## src/inc/sas_regs.vh

```
// constants for the strap decode and address resolution identity block
`ifndef SAS_REGS_VH
`define SAS_REGS_VH

// ==========================================================
// clock and timing
`define SAS_CLK_PERIOD_NS    8
`define SAS_STRAP_SETTLE_NS  1000
`define SAS_STRAP_SETTLE_CYC 8'h7D

// ==========================================================
// register offsets (byte addresses)
`define SAS_OFF_STATUS 12'h000
`define SAS_OFF_CTRL   12'h004
`define SAS_OFF_UDID3  12'h008
`define SAS_OFF_UDID2  12'h00C
`define SAS_OFF_UDID1  12'h010
`define SAS_OFF_UDID0  12'h014
`define SAS_OFF_RAND   12'h018

// ==========================================================
// fields and reset values
`define SAS_CTRL_RESET   1'b1
`define SAS_CTRL_ARP_EN  0
`define SAS_ST_POS_LSB   0
`define SAS_ST_FIXED     3
`define SAS_ST_DONE      4
`define SAS_ST_AR        5
`define SAS_ST_AV        6
`define SAS_ST_ADDR_LSB  8
`define SAS_ST_PTR_LSB   16

// ==========================================================
// protocol constants
`define SAS_ARP_ADDR        7'h61
`define SAS_FIXED_ADDR_BASE 7'h50
`define SAS_CAP_BYTE        8'hC1
`define SAS_IFACE_FIELD     16'h0004
`define SAS_UDID_COUNT      8'h11
`define SAS_CMD_PREPARE     8'h01
`define SAS_CMD_RESET       8'h02
`define SAS_CMD_GET_UDID    8'h03
`define SAS_CMD_ASSIGN      8'h04
`define SAS_NO_ADDR_BYTE    8'hFF
`define SAS_IDX_COUNT       5'h01
`define SAS_IDX_UDID_LAST   5'h11
`define SAS_IDX_NEW_ADDR    5'h12
`define SAS_IDX_ASSIGN_PEC  5'h13
`define SAS_TX_ADDR_IDX     5'h11
`define SAS_TX_PEC_IDX      5'h12
`define SAS_CRC_POLY        8'h07
`define SAS_LFSR_SEED       16'hACE1
`define SAS_LFSR_TAPS       16'hB400

`endif

```

## src/logic/sas_arp_identity.v

```verilog
// strap decode, unique identifier and address resolution engine
//
// Summary of operation
// - strap sampled once after power-up only
// - strap resolved into three-bit level code
// - top four levels select arp mode
// - low four levels give fixed addresses
// - arp mode allows dynamic address assignment
// - identifier is 128 bits, read on request
// - random field comes from internal lfsr
// - position bits placed into identifier
// - low word: zeros, position, random
// - top byte is capabilities 11000001
// - version one plus revision byte
// - vendor and device codes are constants
// - interface field holds value four
// - subsystem fields read all zero
// - general and directed commands both accepted
// - prepare, reset and assign carry checked pec; get returns a pec
// - prepare, assign general; reset, get both
// - first write byte loads address pointer
// - fixed mode ignores assigned address
`timescale 1ns/1ps
`include "sas_regs.vh"

module sas_arp_identity #(
  parameter [7:0]  VER_REV   = 8'h08,  // version one; revision arbitrary
  parameter [15:0] VENDOR_ID = 16'h5A5A, // arbitrary value
  parameter [15:0] DEVICE_ID = 16'hA5C3  // arbitrary value
) (
  input  wire        pclk,                     // device clock
  input  wire        presetn,                  // async reset, low
  input  wire        psel,                     // apb select
  input  wire        penable,                  // apb enable
  input  wire        pwrite,                   // apb direction
  input  wire [11:0] paddr,                    // apb byte address
  input  wire [31:0] pwdata,                   // apb write data
  output reg  [31:0] prdata,                   // apb read data
  output reg         pready,                   // apb ready
  output reg         pslverr,                  // apb error
  input  wire [2:0]  board_position_strap,     // converter level code
  input  wire        bus_start,                // start or repeated start
  input  wire        bus_stop,                 // stop seen
  input  wire        rx_valid,                 // received byte strobe
  input  wire [7:0]  rx_data,                  // received byte
  input  wire        tx_req,                   // framer wants a byte
  input  wire [7:0]  reg_rd_data,              // register byte for reads
  output reg         bus_ack,                  // ack for last byte
  output reg  [7:0]  tx_data,                  // byte to transmit
  output reg  [7:0]  addr_ptr,                 // register address pointer
  output reg         reg_wr_valid,             // data byte write pulse
  output reg  [7:0]  reg_wr_data,              // data byte written
  output reg         fixed_discoverable_mode,  // strap chose fixed mode
  output reg  [2:0]  position_bits,            // position in identifier
  output reg  [6:0]  slave_addr                // current slave address
);

  // ==========================================================
  // states of the byte engine
  localparam [2:0] S_IDLE = 3'h0;
  localparam [2:0] S_ADDR = 3'h1;
  localparam [2:0] S_ARPW = 3'h2;
  localparam [2:0] S_DEVW = 3'h3;
  localparam [2:0] S_ARPR = 3'h4;
  localparam [2:0] S_DEVR = 3'h5;
  localparam [2:0] S_SKIP = 3'h6;
  localparam [7:0] SETTLE = `SAS_STRAP_SETTLE_CYC;

  reg  [2:0]   strap_s1_reg;
  reg  [2:0]   strap_s2_reg;
  reg  [7:0]   settle_cnt_reg;
  reg          strap_done_reg;
  reg  [15:0]  rand_reg;
  reg          ar_reg;
  reg          av_reg;
  reg  [2:0]   st_reg;
  reg  [4:0]   bcnt_reg;
  reg  [4:0]   tx_idx_reg;
  reg  [7:0]   cmd_reg;
  reg          udid_pend_reg;
  reg          match_reg;
  reg  [6:0]   new_addr_reg;
  reg  [7:0]   pec_reg;
  reg          ctrl_arp_en_reg;
  reg  [7:0]   tx_byte;
  reg  [31:0]  rd_mux;
  reg          rd_hit;
  wire [15:0]  lfsr_value;
  wire [7:0]   crc_next;
  wire [127:0] udid;
  wire [127:0] udid_sh;
  wire [4:0]   rx_ub;
  wire [4:0]   tx_ub;
  wire [3:0]   ub_sel;
  wire [7:0]   ubyte;
  wire         arp_ok;
  wire         addr_arp;
  wire         addr_own;
  wire         cmd_is_reset;
  wire         pec_ok;
  wire         apb_setup;
  wire         apb_write;
  sas_lfsr16 u_lfsr (
    .clk   (pclk),
    .rst_n (presetn),
    .value (lfsr_value)
  );

  // the framer never strobes rx and tx together, so one crc suffices
  sas_crc8 u_crc (
    .crc_in  (pec_reg),
    .data_in (rx_valid ? rx_data : tx_byte),
    .crc_out (crc_next)
  );

  // ==========================================================
  // identifier assembly
  // full 128-bit identifier
  assign udid = {`SAS_CAP_BYTE, VER_REV, VENDOR_ID, DEVICE_ID,
                 `SAS_IFACE_FIELD, 32'h00000000, 13'h0000,
                 position_bits, rand_reg};

  // byte select, msb first; rx counts from the command byte, tx from 1
  assign rx_ub   = bcnt_reg - 5'h02;
  assign tx_ub   = tx_idx_reg - 5'h01;
  assign ub_sel  = (st_reg == S_ARPR) ? tx_ub[3:0] : rx_ub[3:0];
  assign udid_sh = udid << {ub_sel, 3'b000};
  assign ubyte   = udid_sh[127:120];

  assign arp_ok       = ctrl_arp_en_reg & strap_done_reg;
  assign addr_arp     = arp_ok && (rx_data[7:1] == `SAS_ARP_ADDR);
  assign addr_own     = av_reg && (rx_data[7:1] == slave_addr);
  assign cmd_is_reset = (cmd_reg == `SAS_CMD_RESET) ||
                        (av_reg && (cmd_reg == {slave_addr, 1'b0}));
  assign pec_ok       = (rx_data == pec_reg);

  // ==========================================================
  // transmit byte for a get-identifier or device register read
  always @* begin
    tx_byte = `SAS_NO_ADDR_BYTE;
    if (st_reg == S_ARPR) begin
      if (tx_idx_reg == 5'h00)
        tx_byte = `SAS_UDID_COUNT;
      else if (tx_idx_reg <= `SAS_IDX_UDID_LAST - 5'h01)
        tx_byte = ubyte;
      else if (tx_idx_reg == `SAS_TX_ADDR_IDX)
        tx_byte = av_reg ? {slave_addr, 1'b1} : `SAS_NO_ADDR_BYTE;
      else if (tx_idx_reg == `SAS_TX_PEC_IDX)
        tx_byte = pec_reg;
    end else if (st_reg == S_DEVR)
      tx_byte = reg_rd_data;
  end

  // ==========================================================
  // strap capture and byte engine; one process so each flag has one owner
  always @(posedge pclk or negedge presetn) begin
    if (!presetn) begin
      strap_s1_reg            <= 3'h0;
      strap_s2_reg            <= 3'h0;
      settle_cnt_reg          <= 8'h00;
      strap_done_reg          <= 1'b0;
      rand_reg                <= 16'h0000;
      fixed_discoverable_mode <= 1'b0;
      position_bits           <= 3'h0;
      slave_addr              <= 7'h00;
      ar_reg                  <= 1'b0;
      av_reg                  <= 1'b0;
      st_reg                  <= S_IDLE;
      bcnt_reg                <= 5'h00;
      tx_idx_reg              <= 5'h00;
      cmd_reg                 <= 8'h00;
      udid_pend_reg           <= 1'b0;
      match_reg               <= 1'b0;
      new_addr_reg            <= 7'h00;
      pec_reg                 <= 8'h00;
      bus_ack                 <= 1'b0;
      tx_data                 <= 8'h00;
      addr_ptr                <= 8'h00;
      reg_wr_valid            <= 1'b0;
      reg_wr_data             <= 8'h00;
    end else begin
      // converter code is asynchronous to pclk
      strap_s1_reg <= board_position_strap;
      strap_s2_reg <= strap_s1_reg;
      reg_wr_valid <= 1'b0;
      if (!strap_done_reg) begin
        if (settle_cnt_reg == SETTLE - 8'h01) begin
          strap_done_reg <= 1'b1;
          rand_reg <= lfsr_value;
          fixed_discoverable_mode <= ~strap_s2_reg[2];
          position_bits <= strap_s2_reg[2] ? strap_s2_reg : 3'h0;
          if (!strap_s2_reg[2]) begin
            slave_addr <= `SAS_FIXED_ADDR_BASE | {5'h00, strap_s2_reg[1:0]};
            av_reg     <= 1'b1;
          end
        end else
          settle_cnt_reg <= settle_cnt_reg + 8'h01;
      end
      if (bus_stop) begin
        st_reg        <= S_IDLE;
        udid_pend_reg <= 1'b0;
      end else if (bus_start) begin
        st_reg     <= S_ADDR;
        bcnt_reg   <= 5'h00;
        tx_idx_reg <= 5'h00;
        // pec spans the repeated start of a get-identifier read
        if (!udid_pend_reg)
          pec_reg <= 8'h00;
      end else if (rx_valid) begin
        pec_reg <= crc_next;
        if (bcnt_reg != 5'h1F)
          bcnt_reg <= bcnt_reg + 5'h01;
        case (st_reg)
          S_ADDR: begin
            bcnt_reg <= 5'h00;
            if (addr_arp && !rx_data[0]) begin
              st_reg  <= S_ARPW;
              bus_ack <= 1'b1;
            end else if (addr_arp && udid_pend_reg) begin
              st_reg  <= S_ARPR;
              bus_ack <= 1'b1;
            end else if (addr_own) begin
              st_reg  <= rx_data[0] ? S_DEVR : S_DEVW;
              bus_ack <= 1'b1;
            end else begin
              st_reg  <= S_SKIP;
              bus_ack <= 1'b0;
            end
          end
          S_ARPW: begin
            if (bcnt_reg == 5'h00) begin
              cmd_reg   <= rx_data;
              match_reg <= 1'b1;
              if (rx_data == `SAS_CMD_PREPARE ||
                  rx_data == `SAS_CMD_RESET ||
                  rx_data == `SAS_CMD_ASSIGN ||
                  (av_reg && rx_data == {slave_addr, 1'b0})) begin
                bus_ack <= 1'b1;
              end else if ((rx_data == `SAS_CMD_GET_UDID && !ar_reg) ||
                           (av_reg && rx_data == {slave_addr, 1'b1})) begin
                bus_ack       <= 1'b1;
                udid_pend_reg <= 1'b1;
              end else begin
                bus_ack <= 1'b0;
                st_reg  <= S_SKIP;
              end
            end else if (cmd_reg == `SAS_CMD_ASSIGN) begin
              if (bcnt_reg == `SAS_IDX_COUNT) begin
                bus_ack <= (rx_data == `SAS_UDID_COUNT);
                if (rx_data != `SAS_UDID_COUNT)
                  st_reg <= S_SKIP;
              end else if (bcnt_reg <= `SAS_IDX_UDID_LAST) begin
                bus_ack   <= 1'b1;
                match_reg <= match_reg & (rx_data == ubyte);
              end else if (bcnt_reg == `SAS_IDX_NEW_ADDR) begin
                bus_ack      <= 1'b1;
                new_addr_reg <= rx_data[7:1];
              end else if (bcnt_reg == `SAS_IDX_ASSIGN_PEC) begin
                // assign acts only on good pec
                bus_ack <= pec_ok;
                if (pec_ok && match_reg) begin
                  ar_reg <= 1'b1;
                  av_reg <= 1'b1;
                  if (!fixed_discoverable_mode)
                    slave_addr <= new_addr_reg;
                end
              end else begin
                bus_ack <= 1'b0;
                st_reg  <= S_SKIP;
              end
            end else if (bcnt_reg == `SAS_IDX_COUNT &&
                         (cmd_reg == `SAS_CMD_PREPARE || cmd_is_reset)) begin
              bus_ack <= pec_ok;
              if (pec_ok) begin
                ar_reg <= 1'b0;
                if (cmd_is_reset && !fixed_discoverable_mode)
                  av_reg <= 1'b0;
              end
            end else begin
              bus_ack <= 1'b0;
              st_reg  <= S_SKIP;
            end
          end
          S_DEVW: begin
            bus_ack <= 1'b1;
            if (bcnt_reg == 5'h00)
              addr_ptr <= rx_data;
            else begin
              reg_wr_valid <= 1'b1;
              reg_wr_data  <= rx_data;
            end
          end
          default: bus_ack <= 1'b0;
        endcase
      end else if (tx_req) begin
        tx_data <= tx_byte;
        if (st_reg == S_ARPR) begin
          pec_reg <= crc_next;
          if (tx_idx_reg != 5'h1F)
            tx_idx_reg <= tx_idx_reg + 5'h01;
        end
      end
    end
  end

  // ==========================================================
  // apb read mux
  always @* begin
    rd_hit = 1'b1;
    rd_mux = 32'h00000000;
    case (paddr)
      `SAS_OFF_STATUS: rd_mux = {8'h00, addr_ptr, 1'b0, slave_addr,
                                 1'b0, av_reg, ar_reg, strap_done_reg,
                                 fixed_discoverable_mode, position_bits};
      `SAS_OFF_CTRL:   rd_mux = {31'h00000000, ctrl_arp_en_reg};
      `SAS_OFF_UDID3:  rd_mux = udid[127:96];
      `SAS_OFF_UDID2:  rd_mux = udid[95:64];
      `SAS_OFF_UDID1:  rd_mux = udid[63:32];
      `SAS_OFF_UDID0:  rd_mux = udid[31:0];
      `SAS_OFF_RAND:   rd_mux = {16'h0000, rand_reg};
      default:         rd_hit = 1'b0;
    endcase
  end

  assign apb_setup = psel & ~penable;
  assign apb_write = psel & penable & pready & pwrite;

  // ==========================================================
  // zero-wait apb slave; read data caught at setup stays through access
  always @(posedge pclk or negedge presetn) begin
    if (!presetn) begin
      pready          <= 1'b0;
      pslverr         <= 1'b0;
      prdata          <= 32'h00000000;
      ctrl_arp_en_reg <= `SAS_CTRL_RESET;
    end else begin
      pready  <= apb_setup;
      pslverr <= apb_setup & ~rd_hit;
      if (apb_setup && !pwrite)
        prdata <= rd_mux;
      if (apb_write && paddr == `SAS_OFF_CTRL)
        ctrl_arp_en_reg <= pwdata[`SAS_CTRL_ARP_EN];
    end
  end

endmodule

```

## src/logic/sas_crc8.v

```verilog
// byte-wide crc-8 step used for packet error checking
`timescale 1ns/1ps
`include "sas_regs.vh"

module sas_crc8 (
  input  wire [7:0] crc_in,   // running crc
  input  wire [7:0] data_in,  // byte to fold in
  output reg  [7:0] crc_out   // updated crc
);

  reg [7:0] c;
  integer   i;

  // ==========================================================
  // msb first, polynomial x^8+x^2+x+1
  always @* begin
    c = crc_in ^ data_in;
    for (i = 0; i < 8; i = i + 1) begin
      c = c[7] ? ((c << 1) ^ `SAS_CRC_POLY) : (c << 1);
    end
    crc_out = c;
  end

endmodule

```

## src/logic/sas_lfsr16.v

```verilog
// free-running 16-bit lfsr feeding the random identifier field
`timescale 1ns/1ps
`include "sas_regs.vh"

module sas_lfsr16 (
  input  wire        clk,    // device clock
  input  wire        rst_n,  // async reset, active low
  output reg  [15:0] value   // current lfsr state
);

  // ==========================================================
  // galois form; seed is nonzero so it never locks up
  always @(posedge clk or negedge rst_n) begin
    if (!rst_n) begin
      value <= `SAS_LFSR_SEED;
    end else begin
      value <= value[0] ? ((value >> 1) ^ `SAS_LFSR_TAPS) : (value >> 1);
    end
  end

endmodule
```

## config.mk

```make
export PLATFORM = sky130hd
export DESIGN_NAME = sas_arp_identity
export DESIGN_NICKNAME = d
export VERILOG_FILES = /design/src/logic/sas_arp_identity.v /design/src/logic/sas_crc8.v /design/src/logic/sas_lfsr16.v
export VERILOG_INCLUDE_DIRS = /design/src /design/src/inc
export SDC_FILE = /design/constraint.sdc
export NUM_CORES = 1
export LEC_CHECK = 0
export ABC_AREA = 1
export BUFFER_PORTS_ARGS = -buffer_cell sky130_fd_sc_hd__buf_2
export CAP_MARGIN = 20
export CORE_MARGIN = 2
export CORE_UTILIZATION = 55
export DETAILED_ROUTE_END_ITERATION = 8
export HOLD_SLACK_MARGIN = 0.15
export PLACE_DENSITY = 0.79
export SLEW_MARGIN = 20
export SYNTH_ARGS = -nofsm -noshare
export SYNTH_HDL_FRONTEND = slang
export SYNTH_SLANG_ARGS = --single-unit
```

## constraint.sdc

```tcl
create_clock -name pclk -period 3.75 [get_ports pclk]
set_input_delay 0.9375 -clock pclk [delete_from_list [all_inputs] [get_ports pclk]]
set_output_delay 0.9375 -clock pclk [all_outputs]
set_load 0.01 [all_outputs]
```

## After elaboration in Yosys (flattened, before gate mapping)

Cells that the tools add are included.

- $add $sub $neg: 5
- Magnitude comparators: 2
- Eq/ne operators: 52
- Shift operators: 1
- Mux-type cells: 124
- Bitwise logic cells: 28
- Reductions and logical operators: 59

Operators by type and width:

| operator | count |
|---|---|
| one-hot mux 32 bit (6 select lines) | 1 |
| << shifter 128 x 7 -> 128 bit | 1 |
| two-way mux 7 bit | 15 |
| two-way mux 8 bit | 13 |
| two-way mux 3 bit | 26 |
| two-way mux 1 bit | 56 |
| two-way mux 5 bit | 9 |
| == test 8 bit | 5 |
| == test 12 x 5 -> 1 bit, second input constant | 3 |
| != test 7 bit, second input constant | 4 |
| == test 12 x 4 -> 1 bit, second input constant | 2 |
| == test 8 x 2 -> 1 bit, second input constant | 3 |
| inverter 3 bit | 8 |
| nonzero test 2 bit | 12 |
| == test 5 bit, second input constant | 4 |
| != test 5 bit, second input constant | 4 |
| AND reduction 5 bit | 4 |
| AND reduction 9 bit | 2 |
| == test 8 x 1 -> 1 bit, second input constant | 2 |
| == test 8 x 3 -> 1 bit, second input constant | 2 |
| two-way mux 16 bit | 1 |
| logical AND 1 bit | 13 |
| == test 12 x 3 -> 1 bit, second input constant | 1 |
| zero test 12 bit | 1 |
| 36 further kinds | 79 |

- Bits in registers: 159
- Input port bits: 72
- Output and inout bits: 71
- Word-level logic and storage cells: 299

## Longest topological paths before layout

Gate-level depths: netlist of run 1.

- Depth in word-level cells: 28
- Mapped depth: 23
- Gate-level depth less buffers: 23

## Modules after synthesis

Synthesis of run 1 repeated with hierarchy kept, for this count alone.

- Cell total of the unflattened synthesis: 1102
- Area, all modules: 8655.8 um^2

By module, submodules not included:

| module | instances | cells each | area an instance (um^2) | sequential area each (um^2) |
|---|---|---|---|---|
| sas_arp_identity | 1 | 999 | 7818.7 | 3454.6 |
| sas_lfsr16 | 1 | 29 | 459.2 | 410.4 |
| sas_crc8 | 1 | 74 | 377.9 | 0.0 |

## Worst setup path after synthesis of run 1

OpenSTA, ideal clock, no wires.

- Path type: in2reg
- Start: input port paddr[9]
- End: register prdata[22]
- Setup time: 69 ps
- Arrival time: 2533 ps
- Data required time: 3681 ps
- Setup slack: 1149 ps
- Cell stages on the path: 10
- Buffers on the path: 1
- Cells stage by stage: nor4_1 > inv_1 > nor4_1 > o21ai_1 > nand2_1 > nand2_1 > inv_2 > buf_2 > nand3_1 > nand3_1

- Longest elaborated chain between the ends: 2
- Elaborated cells on any way between the ends: 7
- Those cells by class: eq/ne: 5; mux: 1; reduce/logical: 1

RTL lines:

| item | line | source |
|---|---|---|
| from (decl) | sas_arp_identity.v:36 | `input wire [11:0] paddr,` |
| == test 12 x 5 -> 1 bit, or another cell as far along | sas_arp_identity.v:311 | `case (paddr)` |
| one-hot mux 32 bit (6 select lines) * | sas_arp_identity.v:311 |  |
| to (signal assigned) | sas_arp_identity.v:340 | `prdata <= rd_mux;` |
| to (decl) | sas_arp_identity.v:38 | `output reg [31:0] prdata,` |

Mark *: on every way between the ends. The rest lies on a longest branch, timed or not.
A chain may end at the register's enable or synchronous reset.

## Worst setup path in the final report of run 1

- Start: register tx_idx_reg[0]
- End: register pec_reg[2]

- Longest elaborated chain between the ends: 17
- Elaborated cells on any way between the ends: 27
- Those cells by class: add/sub: 1; order compare: 1; eq/ne: 2; shift: 1; mux: 16; bitwise: 5; reduce/logical: 1

RTL lines:

| item | line | source |
|---|---|---|
| from (decl) | sas_arp_identity.v:78 | `reg [4:0] tx_idx_reg;` |
| from (signal assigned) | sas_arp_identity.v:300 | `tx_idx_reg <= tx_idx_reg + 5'h01;` |
| subtractor 4 x 1 -> 4 bit or == test 5 bit (tied branches) | -- |  |
| two-way mux 4 bit or two-way mux 8 bit (tied branches) | sas_arp_identity.v:126, sas_arp_identity.v:148 |  |
| << shifter 128 x 7 -> 128 bit or two-way mux 8 bit (tied branches) | sas_arp_identity.v:127, sas_arp_identity.v:146 |  |
| two-way mux 8 bit | sas_arp_identity.v:144 | `` else if (tx_idx_reg <= `SAS_IDX_UDID_LAST - 5'h01) `` |
| two-way mux 8 bit * | sas_arp_identity.v:142 | `if (tx_idx_reg == 5'h00)` |
| two-way mux 8 bit * | sas_arp_identity.v:141 | `if (st_reg == S_ARPR) begin` |
| two-way mux 8 bit * | sas_arp_identity.v:112 | `.data_in (rx_valid ? rx_data : tx_byte),` |
| XOR 8 bit * | sas_crc8.v:17 | `c = crc_in ^ data_in;` |
| two-way mux 3 bit or inverter 3 bit (tied branches) | -- |  |
| inverter 3 bit (no source line) or two-way mux 3 bit (tied branches) | -- |  |
| two-way mux 3 bit or inverter 3 bit (tied branches) | -- |  |
| inverter 3 bit (no source line) or two-way mux 3 bit (tied branches) | -- |  |
| two-way mux 3 bit * | sas_crc8.v:19 | `` c = c[7] ? ((c << 1) ^ `SAS_CRC_POLY) : (c << 1); `` |
| two-way mux 8 bit | sas_arp_identity.v:297 | `if (st_reg == S_ARPR) begin` |
| two-way mux 8 bit | sas_arp_identity.v:295 | `end else if (tx_req) begin` |
| two-way mux 8 bit * | sas_arp_identity.v:209 | `end else if (rx_valid) begin` |
| two-way mux 8 bit * | sas_arp_identity.v:202 | `end else if (bus_start) begin` |
| to (signal assigned) | sas_arp_identity.v:210 | `pec_reg <= crc_next;` |
| to (signal assigned) | sas_arp_identity.v:298 | `pec_reg <= crc_next;` |
| to (decl) | sas_arp_identity.v:83 | `reg [7:0] pec_reg;` |

Mark *: on every way between the ends. The rest lies on a longest branch, timed or not. The select of a mux whose other input is x is not followed.

==> impl_metrics.csv, run 1 <==
group,metric,value,unit
yosys,netlist_instances,1077,
yosys,ys_seq_elements,154,
clock_network,cts_setup_buffers,0,
clock_network,insertion_delay,430,ps
yosys,synth_edf_count,0,
pwr,vdd_drop_max,348.5,uV
yosys,synth_area_leaders,"dfrtp_1, nand2_1, nand3_1",
yosys,yosys_warnings,0,
yosys,ys_async_sr_fraction,1.000,
yosys,synthTopCellsByCount,"nand2_1, dfrtp_1, inv_1, nand3_1, o21ai_0",
detailed_routing,ant_nets,0,
sta,finalSetupViolCount,0,
detailed_routing,drt-initial-drc-count,797,
pwr,leakage,0.004952,uW
detailed_routing,drt-vias-per-instance,5.836,
critical_path,path_delay_family,"simple AND/OR/NAND/NOR gates",
placement,gp_congestion,1.007,
sta,max-slew-margin-rel,0.3731,
detailed_routing,drc,0,
placement,dp.cells,1356,
grt,grt_use_total,0.2937,
layout,largest_register_ffs,27,
floorplan,chipWidth,127.9,um
critical_path,cp_data_required_time,4070,ps
sta,clock_skew,7.846,ps
outcome,outcome,"complete, no violations",
floorplan,dieArea,16360,um2
yosys,ys.flop_type,"dfrtp_1",
critical_path,crit_path_start_kind,"flop",
critical_path,crit_type,"flop to flop",
yosys,yosys.area.top_type_share,0.4298,
floorplan,start_util,0.5595,
clock_network,cts_buffers,17,
sta,tns,0,ps
grt,grt_max_degree,84,
sta,period_needed,2923,ps
critical_path,cp_cell_sequence,"inv_1 > ha_1 > inv_1 > nand2_1 > nand2_1 > nand2_1 > nand2_4 > nor2_8 > nand3_1 > nand2_1 > nand3_1 > nand2_1 > nand3_2 > nand2_2 > nand2_1 > nand2_2 > nand2_1 > nand2_2 > nand2_1 > nand2_1 > inv_1 > nand2_1 > nand3_2",
yosys,avgSynthCellArea,7.839,um2
critical_path,critical-path-max-stage-delay,420,ps
floorplan,row_count,45,
floorplan,die_height,127.9,um
clock_network,cts_tree,"yes",
placement,io_buffer_count,108,
clock_network,cts_resized,0,
clock_network,holdBufCountCts,0,
yosys,synth_top_cell_by_area,"dfrtp_1",
detailed_routing,vias,8101,
yosys,synth_cell_type_count,49,
min_path,hold_class,"flop to flop",
layout,nets,1275,
grt,grt_pass1_vias,7473,
grt,grt_first_pass_wirelength,37.54,mm
layout,drive_gt1_frac,0.1750,
critical_path,slowest_stage,"dfrtp_1",
critical_path,path_common_cell,"nand2_1",
layout,layout.cells.non_filler,1388,
sta,max_freq,342.1,MHz
clock_network,clockBufferDepth,2,
critical_path,r2r_slack,830,ps
sta,tightest_slew,939.3,ps
job,max_cap_violations,0,
layout,diodes,0,
detailed_routing,wl,23.31,mm
yosys,yosysMostFrequentCell,"nand2_1",
sta,rsz0062_at_grt,"false",
clock_network,h-tree-depth,4,
clock_network,clkTransAtPathRegs,70,ps
floorplan,io_pins,143,
clock_network,clkSinkCount,154,
yosys,netlist_area,8443,um2
yosys,yosysSeqAreaShare,0.4578,
critical_path,cp_max_fo,8,
grt,grt.overflow.total,0,
critical_path,cp-end-kind,"flop",
detailed_routing,firstDrtPassIters,6,
layout,area_growth,15.04,%
clock_network,cts_root_buf,"clkbuf_16",
sta,fin_crit_sh,0.7794,
sta,drv_slew,0,
critical_path,critPathArrivalTime,3240,ps
sta,hold_violations,0,
pwr,power_density,486.2,nW/um2
grt,antenna_found_initial,0,
floorplan,core-area,15090,um2
critical_path,cp_num_buf_inv,3,
placement,dp_hpwl,17.19,mm
detailed_routing,wl_per_cell,16.79,um
==> where the power goes <==
part | total, uW | internal [uW] | leakage, uW | switching, uW
sequential | 1910 | 1780 | 0.00201 | 129
clock | 1610 | 863 | 0.000253 | 743
combinational | 1210 | 387 | 0.00269 | 819
total | 4720 | 3030 | 0.00495 | 1690
==> routing by layer <==
| metal | wire, um | global-route usage |
|---|---|---|
| met4 | 775 | 0.1189 |
| met3 | 1894 | 0.06260 |
| met1 | 10010 | 0.4006 |
| met5 | 0 | 0 |
| met2 | 10630 | 0.4605 |
==> per-stage QoR <==
step                power [uW]  cell area (um2)  hold slack [ps]  setup slack [ps]    util
floorplan                 2763             8451            331.2              1149       -
CTS                       4711             9713            355.2             893.5  0.6437
global route              4983             9713            371.0             581.6  0.6437
finish                    4723             9713            352.0             827.3  0.6437
detailed placement        3111             9168            340.3             607.3  0.6075
global placement          3077             9168            333.0             652.7  0.6075
==> cells by family after synthesis <==
logic type | Yosys count | share of synthesized area
other | 1 | 0.0004441
multiplexers | 1 | 0.001334
flip-flops | 154 | 0.4578
adder cells (fa/ha/maj) | 16 | 0.02371
buffers and inverters | 152 | 0.07217
AO/OA/AOI/OAI | 184 | 0.1297
XOR/XNOR | 22 | 0.02282
AND/OR/NAND/NOR | 547 | 0.2921
==> placed cells by master, fill, tap and decap left out, types with 16 or more instances in the layout <==
cell type / n
dfrtp_1: 145
ha_1: 16
nand2_2: 20
nand2_1: 295
nor3_1: 19
o21ai_0: 101
clkbuf_16: 17
xor2_1: 19
a21oi_1: 21
nand4_1: 18
buf_2: 107
inv_1: 122
nor2_1: 57
nand3_1: 102
==> final timing paths <==
path,from,endpoint,depth (start not counted)
worst max-delay path,tx_idx_reg[0]$_DFFE_PN0P_,pec_reg[2]$_DFFE_PN0P_,23
worst min-delay path,strap_s1_reg[1]$_DFF_PN0_,strap_s2_reg[1]$_DFF_PN0_,0
min in group asynchronous,presetn,settle_cnt_reg[3]$_DFFE_PN0P_,1
worst max register to register,tx_idx_reg[0]$_DFFE_PN0P_,pec_reg[2]$_DFFE_PN0P_,23
max in group asynchronous,presetn,u_lfsr.value[11]$_DFF_PN1_,2
worst min register to register,strap_s1_reg[1]$_DFF_PN0_,strap_s2_reg[1]$_DFF_PN0_,0
==> area by class of cell <==
cell class	count	area, um2
Clock inverter	13	112.6
Inverter	125	469.2
Clock buffer	19	432.9
Timing Repair Buffer	116	619.3
Tap cell	188	235.2
Multi-Input combinational cell	773	3979
Sequential cell	154	3865
Fill cell	1328	5376
Power figures use the tool's default switching activity.
==> run 2: changes to the inputs <==
--- a/config.mk
+++ b/config.mk
@@ -10,10 +10,10 @@
 export BUFFER_PORTS_ARGS = -buffer_cell sky130_fd_sc_hd__buf_2
 export CAP_MARGIN = 20
 export CORE_MARGIN = 2
-export CORE_UTILIZATION = 55
+export CORE_UTILIZATION = 51
 export DETAILED_ROUTE_END_ITERATION = 8
 export HOLD_SLACK_MARGIN = 0.15
-export PLACE_DENSITY = 0.79
+export PLACE_DENSITY = 0.77
 export SLEW_MARGIN = 20
 export SYNTH_ARGS = -nofsm -noshare
 export SYNTH_HDL_FRONTEND = slang
==> constraint.sdc (replaced) <==
create_clock -name pclk -period 2.66 [get_ports pclk]
set_input_delay 0.665 -clock pclk [delete_from_list [all_inputs] [get_ports pclk]]
set_output_delay 0.665 -clock pclk [all_outputs]
set_load 0.01 [all_outputs]
==> run 2 against run 1 <==
Final area increased by 5.7%. Clock power rose by 62%. Via count up 0.21%. Maximum frequency rose by 16%. Combinational power is 58% higher. Die area is 7.6% higher. Sequential share of layout area down 2.1 points. Highest routed layer unchanged.
==> impl_metrics.csv, run 2 (synthesis results as in run 1) <==
group,metric,value,unit
outcome,outcome,"complete, no violations",
sta,drv_slew,0,
min_path,hold_class,"primary input to async pin",
pwr,leakage,0.005230,uW
pwr,seqPwrFrac,0.373,
clock_network,cts_tree,"yes",
detailed_routing,wl,23.76,mm
floorplan,io_pins,143,
sta,period_needed,2519,ps
critical_path,cp_max_fo,8,
detailed_routing,vias,8118,
critical_path,path_delay_family,"simple AND/OR/NAND/NOR gates",
layout,multi_input_area,4089,um2
grt,grt_max_degree,49,
layout,final_common_cell,"nand2_1",
pwr,netSwitchingPower,2492,uW
layout,layout.cells.non_filler,1461,
critical_path,slowest_stage,"dfrtp_1",
detailed_routing,drt-initial-drc-count,940,
layout,nets,1316,
layout,area_growth,21.61,%
placement,place_ws,2.187,ps
critical_path,cp_cell_sequence,"nor2_4 > nand2_4 > buf_4 > o21ai_4 > o21ai_1 > nand2_1 > nand3_1 > nand2_2 > nand3_2 > nand2_2 > nand2_1 > nand2_2 > nand2_1 > nand2_2 > nand2_1 > nand2_1 > inv_1 > nand2_1 > nand3_2",
detailed_routing,drc,0,
grt,grt_pass1_vias,7375,
placement,io_buffer_count,108,
sta,clock_skew,8.927,ps
sta,tightest_slew,634.8,ps
pwr,clkPwrFrac,0.362,
critical_path,rr_worst_depth,19,
grt,grt.overflow.total,0,
pwr,vdd_drop_max,524.4,uV
clock_network,cts_buffers,17,
pwr,combinationalPowerShare,0.265,
layout,largest_register_ffs,27,
pwr,power_density,701.2,nW/um2
detailed_routing,wl_per_cell,16.26,um
detailed_routing,firstDrtPassIters,6,
sta,fin_hold_ws,153.1,ps
sta,max-slew-margin-rel,0.5756,
layout,fillers,1391,
detailed_routing,ant_nets,0,
clock_network,insertion_delay,430,ps
floorplan,row_count,47,
grt,antenna_found_initial,0,
sta,hold_violations,0,
detailed_routing,drt-vias-per-instance,5.556,
clock_network,clkTransAtPathRegs,70,ps
clock_network,clockBufferDepth,2,
pwr,switching_share,0.3462,
clock_network,clkSinkCount,154,
critical_path,crit_path_start_kind,"flop",
critical_path,path_common_cell,"nand2_1",
sta,finalSetupViolCount,0,
critical_path,cp_num_buf_inv,2,
layout,final_cell_mix,"nand2_1, dfrtp_1, inv_1",
clock_network,cts_root_buf,"clkbuf_16",
floorplan,start_util,0.5146,
sta,fin_crit_sh,0.9471,
grt,grt_first_pass_wirelength,37.66,mm
critical_path,critPathArrivalTime,2840,ps
critical_path,critical-path-max-stage-delay,420,ps
critical_path,r2r_slack,140,ps
placement,dp_hpwl,17.84,mm
placement,gp_congestion,1.015,
floorplan,chipWidth,132.7,um
grt,grt_use_total,0.2724,
sta,max_freq,396.9,MHz
critical_path,r2r_end,"pec_reg[2]$_DFFE_PN0P_",
clock_network,h-tree-depth,4,
job,max_cap_violations,0,
layout,seqCellArea,3866,um2
layout,final_util,0.6258,
placement,dp.cells,1420,
floorplan,dieArea,17600,um2
sta,final.setup.worst_slack,140.8,ps
critical_path,cp-end-kind,"flop",
critical_path,crit_type,"flop to flop",
critical_path,cp_data_required_time,2980,ps
sta,rsz0062_at_grt,"true",
layout,drive_gt1_frac,0.2232,
floorplan,core-area,16410,um2
layout,diodes,0,
critical_path,rr_startpoint,"st_reg[1]$_DFFE_PN0P_",
floorplan,die_height,132.7,um
pwr,intPower,4707,uW
sta,tns,0,ps
## run 2: cell types whose count changed in the layout (fill, tap and decap cells not counted), sizes merged
cell	before	now
inv	130	134
buf	116	157
clkinvlp	5	1
clkinv	3	2
bufinv	0	3
clkbuf	19	17
## run 2: stage by stage
step	instance area, um2	total power (uW)
after floorplan	8451	3895
final	10270	7200
after CTS	10090	7051
after global placement	9460	4409
after global routing	10270	7564
after detailed placement	9460	4452
## run 2: cell type report
class                           count  share of cell area
Sequential cell                   154              0.3766
Tap cell                          220             0.02681
Multi-Input combinational cell    773              0.3982
Clock buffer                       17             0.04143
Inverter                          125             0.04570
Clock inverter                     15             0.01974
Timing Repair Buffer              157             0.09152
## run 2: routing by layer
metal  vias up  global-route usage  wire length (um)
li1       3874                   -                 -
met1      3786              0.3762             10180
met2       381              0.4263             10850
met3        77             0.04981              1856
met4         0              0.1111               872
met5         -                   0                 0
## run 2: how the worst max path moves through the flow
stage,start,to,depth (start not counted)
2_1_floorplan,tx_idx_reg[0]$_DFFE_PN0P_,pec_reg[2]$_DFFE_PN0P_,22
3_3_place_gp,rx_data[3],st_reg[2]$_DFFE_PN0P_,14
3_5_place_dp,paddr[9],prdata[22]$_DFFE_PN0P_,10
4_1_cts,tx_idx_reg[0]$_DFFE_PN0P_,pec_reg[2]$_DFFE_PN0P_,21
5_1_grt,st_reg[1]$_DFFE_PN0P_,pec_reg[6]$_DFFE_PN0P_,16
6_report,st_reg[1]$_DFFE_PN0P_,pec_reg[2]$_DFFE_PN0P_,19
## run 2: worst reg2reg max path, stage by stage, from the launching register on
cell and delay, ps:
dfrtp_1 420, nor2_4 220, nand2_4 120, buf_4 160, o21ai_4 190, o21ai_1 90
nand2_1 190, nand3_1 140, nand2_2 100, nand3_2 90, nand2_2 80, nand2_1 70
nand2_2 100, nand2_1 80, nand2_2 100, nand2_1 60, nand2_1 70, inv_1 40
nand2_1 70, nand3_2 50
## run 2: power by group through the flow
stage,registers [uW],clock network (uW),logic (uW)
2_1_floorplan,2710,0,1190
5_1_grt,2710,2740,2120
4_1_cts,2680,2630,1740
3_3_place_gp,2720,0,1690
3_5_place_dp,2720,0,1730
6_report,2690,2610,1910
## run 2: repair_timing
action,4_1_cts,5_1_grt
setup buffers,0,9
setup endpoints to repair,0,11
resized for setup,0,31
hold buffers,0,0
==> run 3: changes to the inputs <==
--- a/config.mk
+++ b/config.mk
@@ -10,10 +10,10 @@
 export BUFFER_PORTS_ARGS = -buffer_cell sky130_fd_sc_hd__buf_2
 export CAP_MARGIN = 20
 export CORE_MARGIN = 2
-export CORE_UTILIZATION = 51
+export CORE_UTILIZATION = 55
 export DETAILED_ROUTE_END_ITERATION = 8
 export HOLD_SLACK_MARGIN = 0.15
-export PLACE_DENSITY = 0.77
+export PLACE_DENSITY = 0.79
 export SLEW_MARGIN = 20
 export SYNTH_ARGS = -nofsm -noshare
 export SYNTH_HDL_FRONTEND = slang
==> constraint.sdc (replaced) <==
create_clock -name pclk -period 2.7 [get_ports pclk]
set_input_delay 0.675 -clock pclk [delete_from_list [all_inputs] [get_ports pclk]]
set_output_delay 0.675 -clock pclk [all_outputs]
set_load 0.01 [all_outputs]
==> run 3 against run 2 <==
Critical path depth rose by 2. Count of clock-buffer cells in the layout did not move. Final area fell by 1.0%. Setup slack got worse by 23 ps. Via count rose by 0.23%. Total power fell by 3.7%. Clock skew fell by 1.7 ps. Die area fell by 7.1%. Maximum frequency fell by 2.4%. Combinational power barely moved. Flip-flop and latch count did not move. Core utilization rose by 4.8 points. Critical path type unchanged. Critical endpoint is now pec_reg[1]$_DFFE_PN0P_. Largest cell class unchanged. Highest routed layer is now met5.
==> impl_metrics.csv, run 3 (synthesis results as in run 1) <==
group,metric,value,unit
outcome,outcome,"complete, no violations",
critical_path,cp_data_required_time,3020,ps
critical_path,r2r_slack,120,ps
clock_network,cts_tree,"yes",
detailed_routing,vias,8137,
layout,layout.cells.non_filler,1420,
critical_path,crit_type,"flop to flop",
floorplan,dieArea,16360,um2
sta,drv_slew,0,
critical_path,cp-end-kind,"flop",
clock_network,clkSinkCount,154,
clock_network,h-tree-depth,4,
layout,diodes,0,
job,max_cap_violations,0,
sta,fin_crit_sh,0.9563,
layout,final_common_cell,"nand2_1",
grt,grt.overflow.total,0,
floorplan,die_height,127.9,um
layout,largest_register_ffs,27,
detailed_routing,drc,0,
placement,gp_congestion,0.9874,
floorplan,core-area,15090,um2
sta,hold_violations,0,
critical_path,cp_cell_sequence,"inv_2 > ha_2 > inv_1 > nand2_1 > nand2_2 > nand2_2 > nand2_4 > nor2_8 > nand3_2 > nand2_2 > nand3_2 > nand2_2 > nand3_2 > nand3_1 > nand2_2 > nand2_1 > nand3_2 > nand2_4 > nor2_4 > nand2_1 > nand3_2",
critical_path,critPathArrivalTime,2900,ps
detailed_routing,wl_met2,10.86,mm
min_path,hold_class,"primary input to async pin",
layout,fillers,1208,
detailed_routing,ant_nets,0,
layout,final_cell_mix,"nand2_1, dfrtp_1, inv_1",
placement,dp.cells,1385,
sta,period_needed,2582,ps
pwr,vdd_drop_max,467.3,uV
floorplan,row_count,45,
floorplan,start_util,0.5595,
sta,max_freq,387.3,MHz
sta,tns,0,ps
floorplan,io_pins,143,
sta,finalSetupViolCount,0,
placement,place_area,9385,um2
detailed_routing,wl_per_cell,16.68,um
critical_path,crit_path_start_kind,"flop",
placement,dp_hpwl,17.53,mm
critical_path,critPathLaunch,"tx_idx_reg[0]$_DFFE_PN0P_",
critical_path,rr_worst_depth,21,
floorplan,chipWidth,127.9,um
critical_path,r2r_end,"pec_reg[1]$_DFFE_PN0P_",
grt,grt_pass1_vias,7603,
grt,grt_max_degree,67,
layout,nets,1307,
detailed_routing,firstDrtPassIters,6,
grt,antenna_found_initial,1,
layout,drive_gt1_frac,0.2338,
critical_path,slowest_stage,"dfrtp_1",
sta,max-slew-margin-rel,0.5863,
clock_network,insertion_delay,430,ps
critical_path,rr_startpoint,"tx_idx_reg[0]$_DFFE_PN0P_",
sta,tightest_slew,620.5,ps
detailed_routing,drt-initial-drc-count,800,
detailed_routing,dr_wl_met3,1.681,mm
clock_network,clockBufferDepth,2,
clock_network,cts_buffers,17,
detailed_routing,top_layer_used,"met5",
critical_path,path_delay_family,"simple AND/OR/NAND/NOR gates",
pwr,power_density,682.5,nW/um2
sta,clock_skew,7.211,ps
pwr,leakage,0.005171,uW
layout,final_area,10160,um2
placement,io_buffer_count,108,
detailed_routing,met1_length,10.36,mm
clock_network,cts_root_buf,"clkbuf_16",
critical_path,cp_num_buf_inv,2,
grt,grt_first_pass_wirelength,38.30,mm
detailed_routing,wl,23.68,mm
detailed_routing,drt-vias-per-instance,5.730,
critical_path,critical-path-max-stage-delay,390,ps
critical_path,cp_max_fo,7,
clock_network,clkTransAtPathRegs,70,ps
grt,grt_use_total,0.2993,
layout,area_growth,20.38,%
sta,rsz0062_at_grt,"true",
run 3: stage by stage:
stage                       util  hold WS (ps)  setup WS (ps)  power [uW]
after floorplan                -         331.2          274.3        3838
after global placement    0.6220         333.8          111.8        4332
after detailed placement  0.6220         340.1          7.918        4385
after CTS                 0.6607         260.2          29.99        6754
after global routing      0.6735         278.8         -80.17        7319
final                     0.6735         225.3          118.0        6936
run 3: timing repair:
| action | in CTS | in global routing |
|---|---|---|
| resized for setup | 0 | 50 |
| hold buffers | 0 | 0 |
| endpoints found under the setup margin | 0 | 11 |
| buffers inserted | 0 | 3 |
| hold endpoints to repair | 0 | 0 |
run 3: worst max-delay path by stage:
stage | to | slack (ps) | cells after the start
after floorplan | pec_reg[2]$_DFFE_PN0P_ | 270 | 22
after global placement | st_reg[1]$_DFFE_PN0P_ | 110 | 15
after detailed placement | prdata[22]$_DFFE_PN0P_ | 8 | 10
after CTS | pec_reg[2]$_DFFE_PN0P_ | 30 | 22
after global routing | pec_reg[3]$_DFFE_PN0P_ | -80 | 21
final | pec_reg[1]$_DFFE_PN0P_ | 120 | 21
run 3: metal layers:
metal  GRT usage  vias to the layer above
met2      0.4630                      367
met1      0.4109                     3844
met3     0.06344                       69
li1            -                     3855
met4      0.1280                        2
met5           0                        -
run 3: cell type report:
type	instances	area, um2	area share
Multi-Input combinational cell	773	4149	0.4082
Sequential cell	154	3866	0.3804
Timing Repair Buffer	148	859.6	0.08457
Inverter	125	469.2	0.04617
Clock buffer	17	425.4	0.04186
Tap cell	188	235.2	0.02314
Clock inverter	15	158.9	0.01563
run 3: power breakdown:
part | internal [uW] | switching (uW)
sequential | 2480 | 172
clock | 1310 | 1070
combinational | 662 | 1250
run 3: worst reg2reg max path: cells and delay by family, from the launching register on:
kind / cells / cell delay (ps)
adder cells (fa/ha/maj): 1 / 190
buffers and inverters: 2 / 160
flip-flops: 1 / 390
AND/OR/NAND/NOR: 18 / 1730
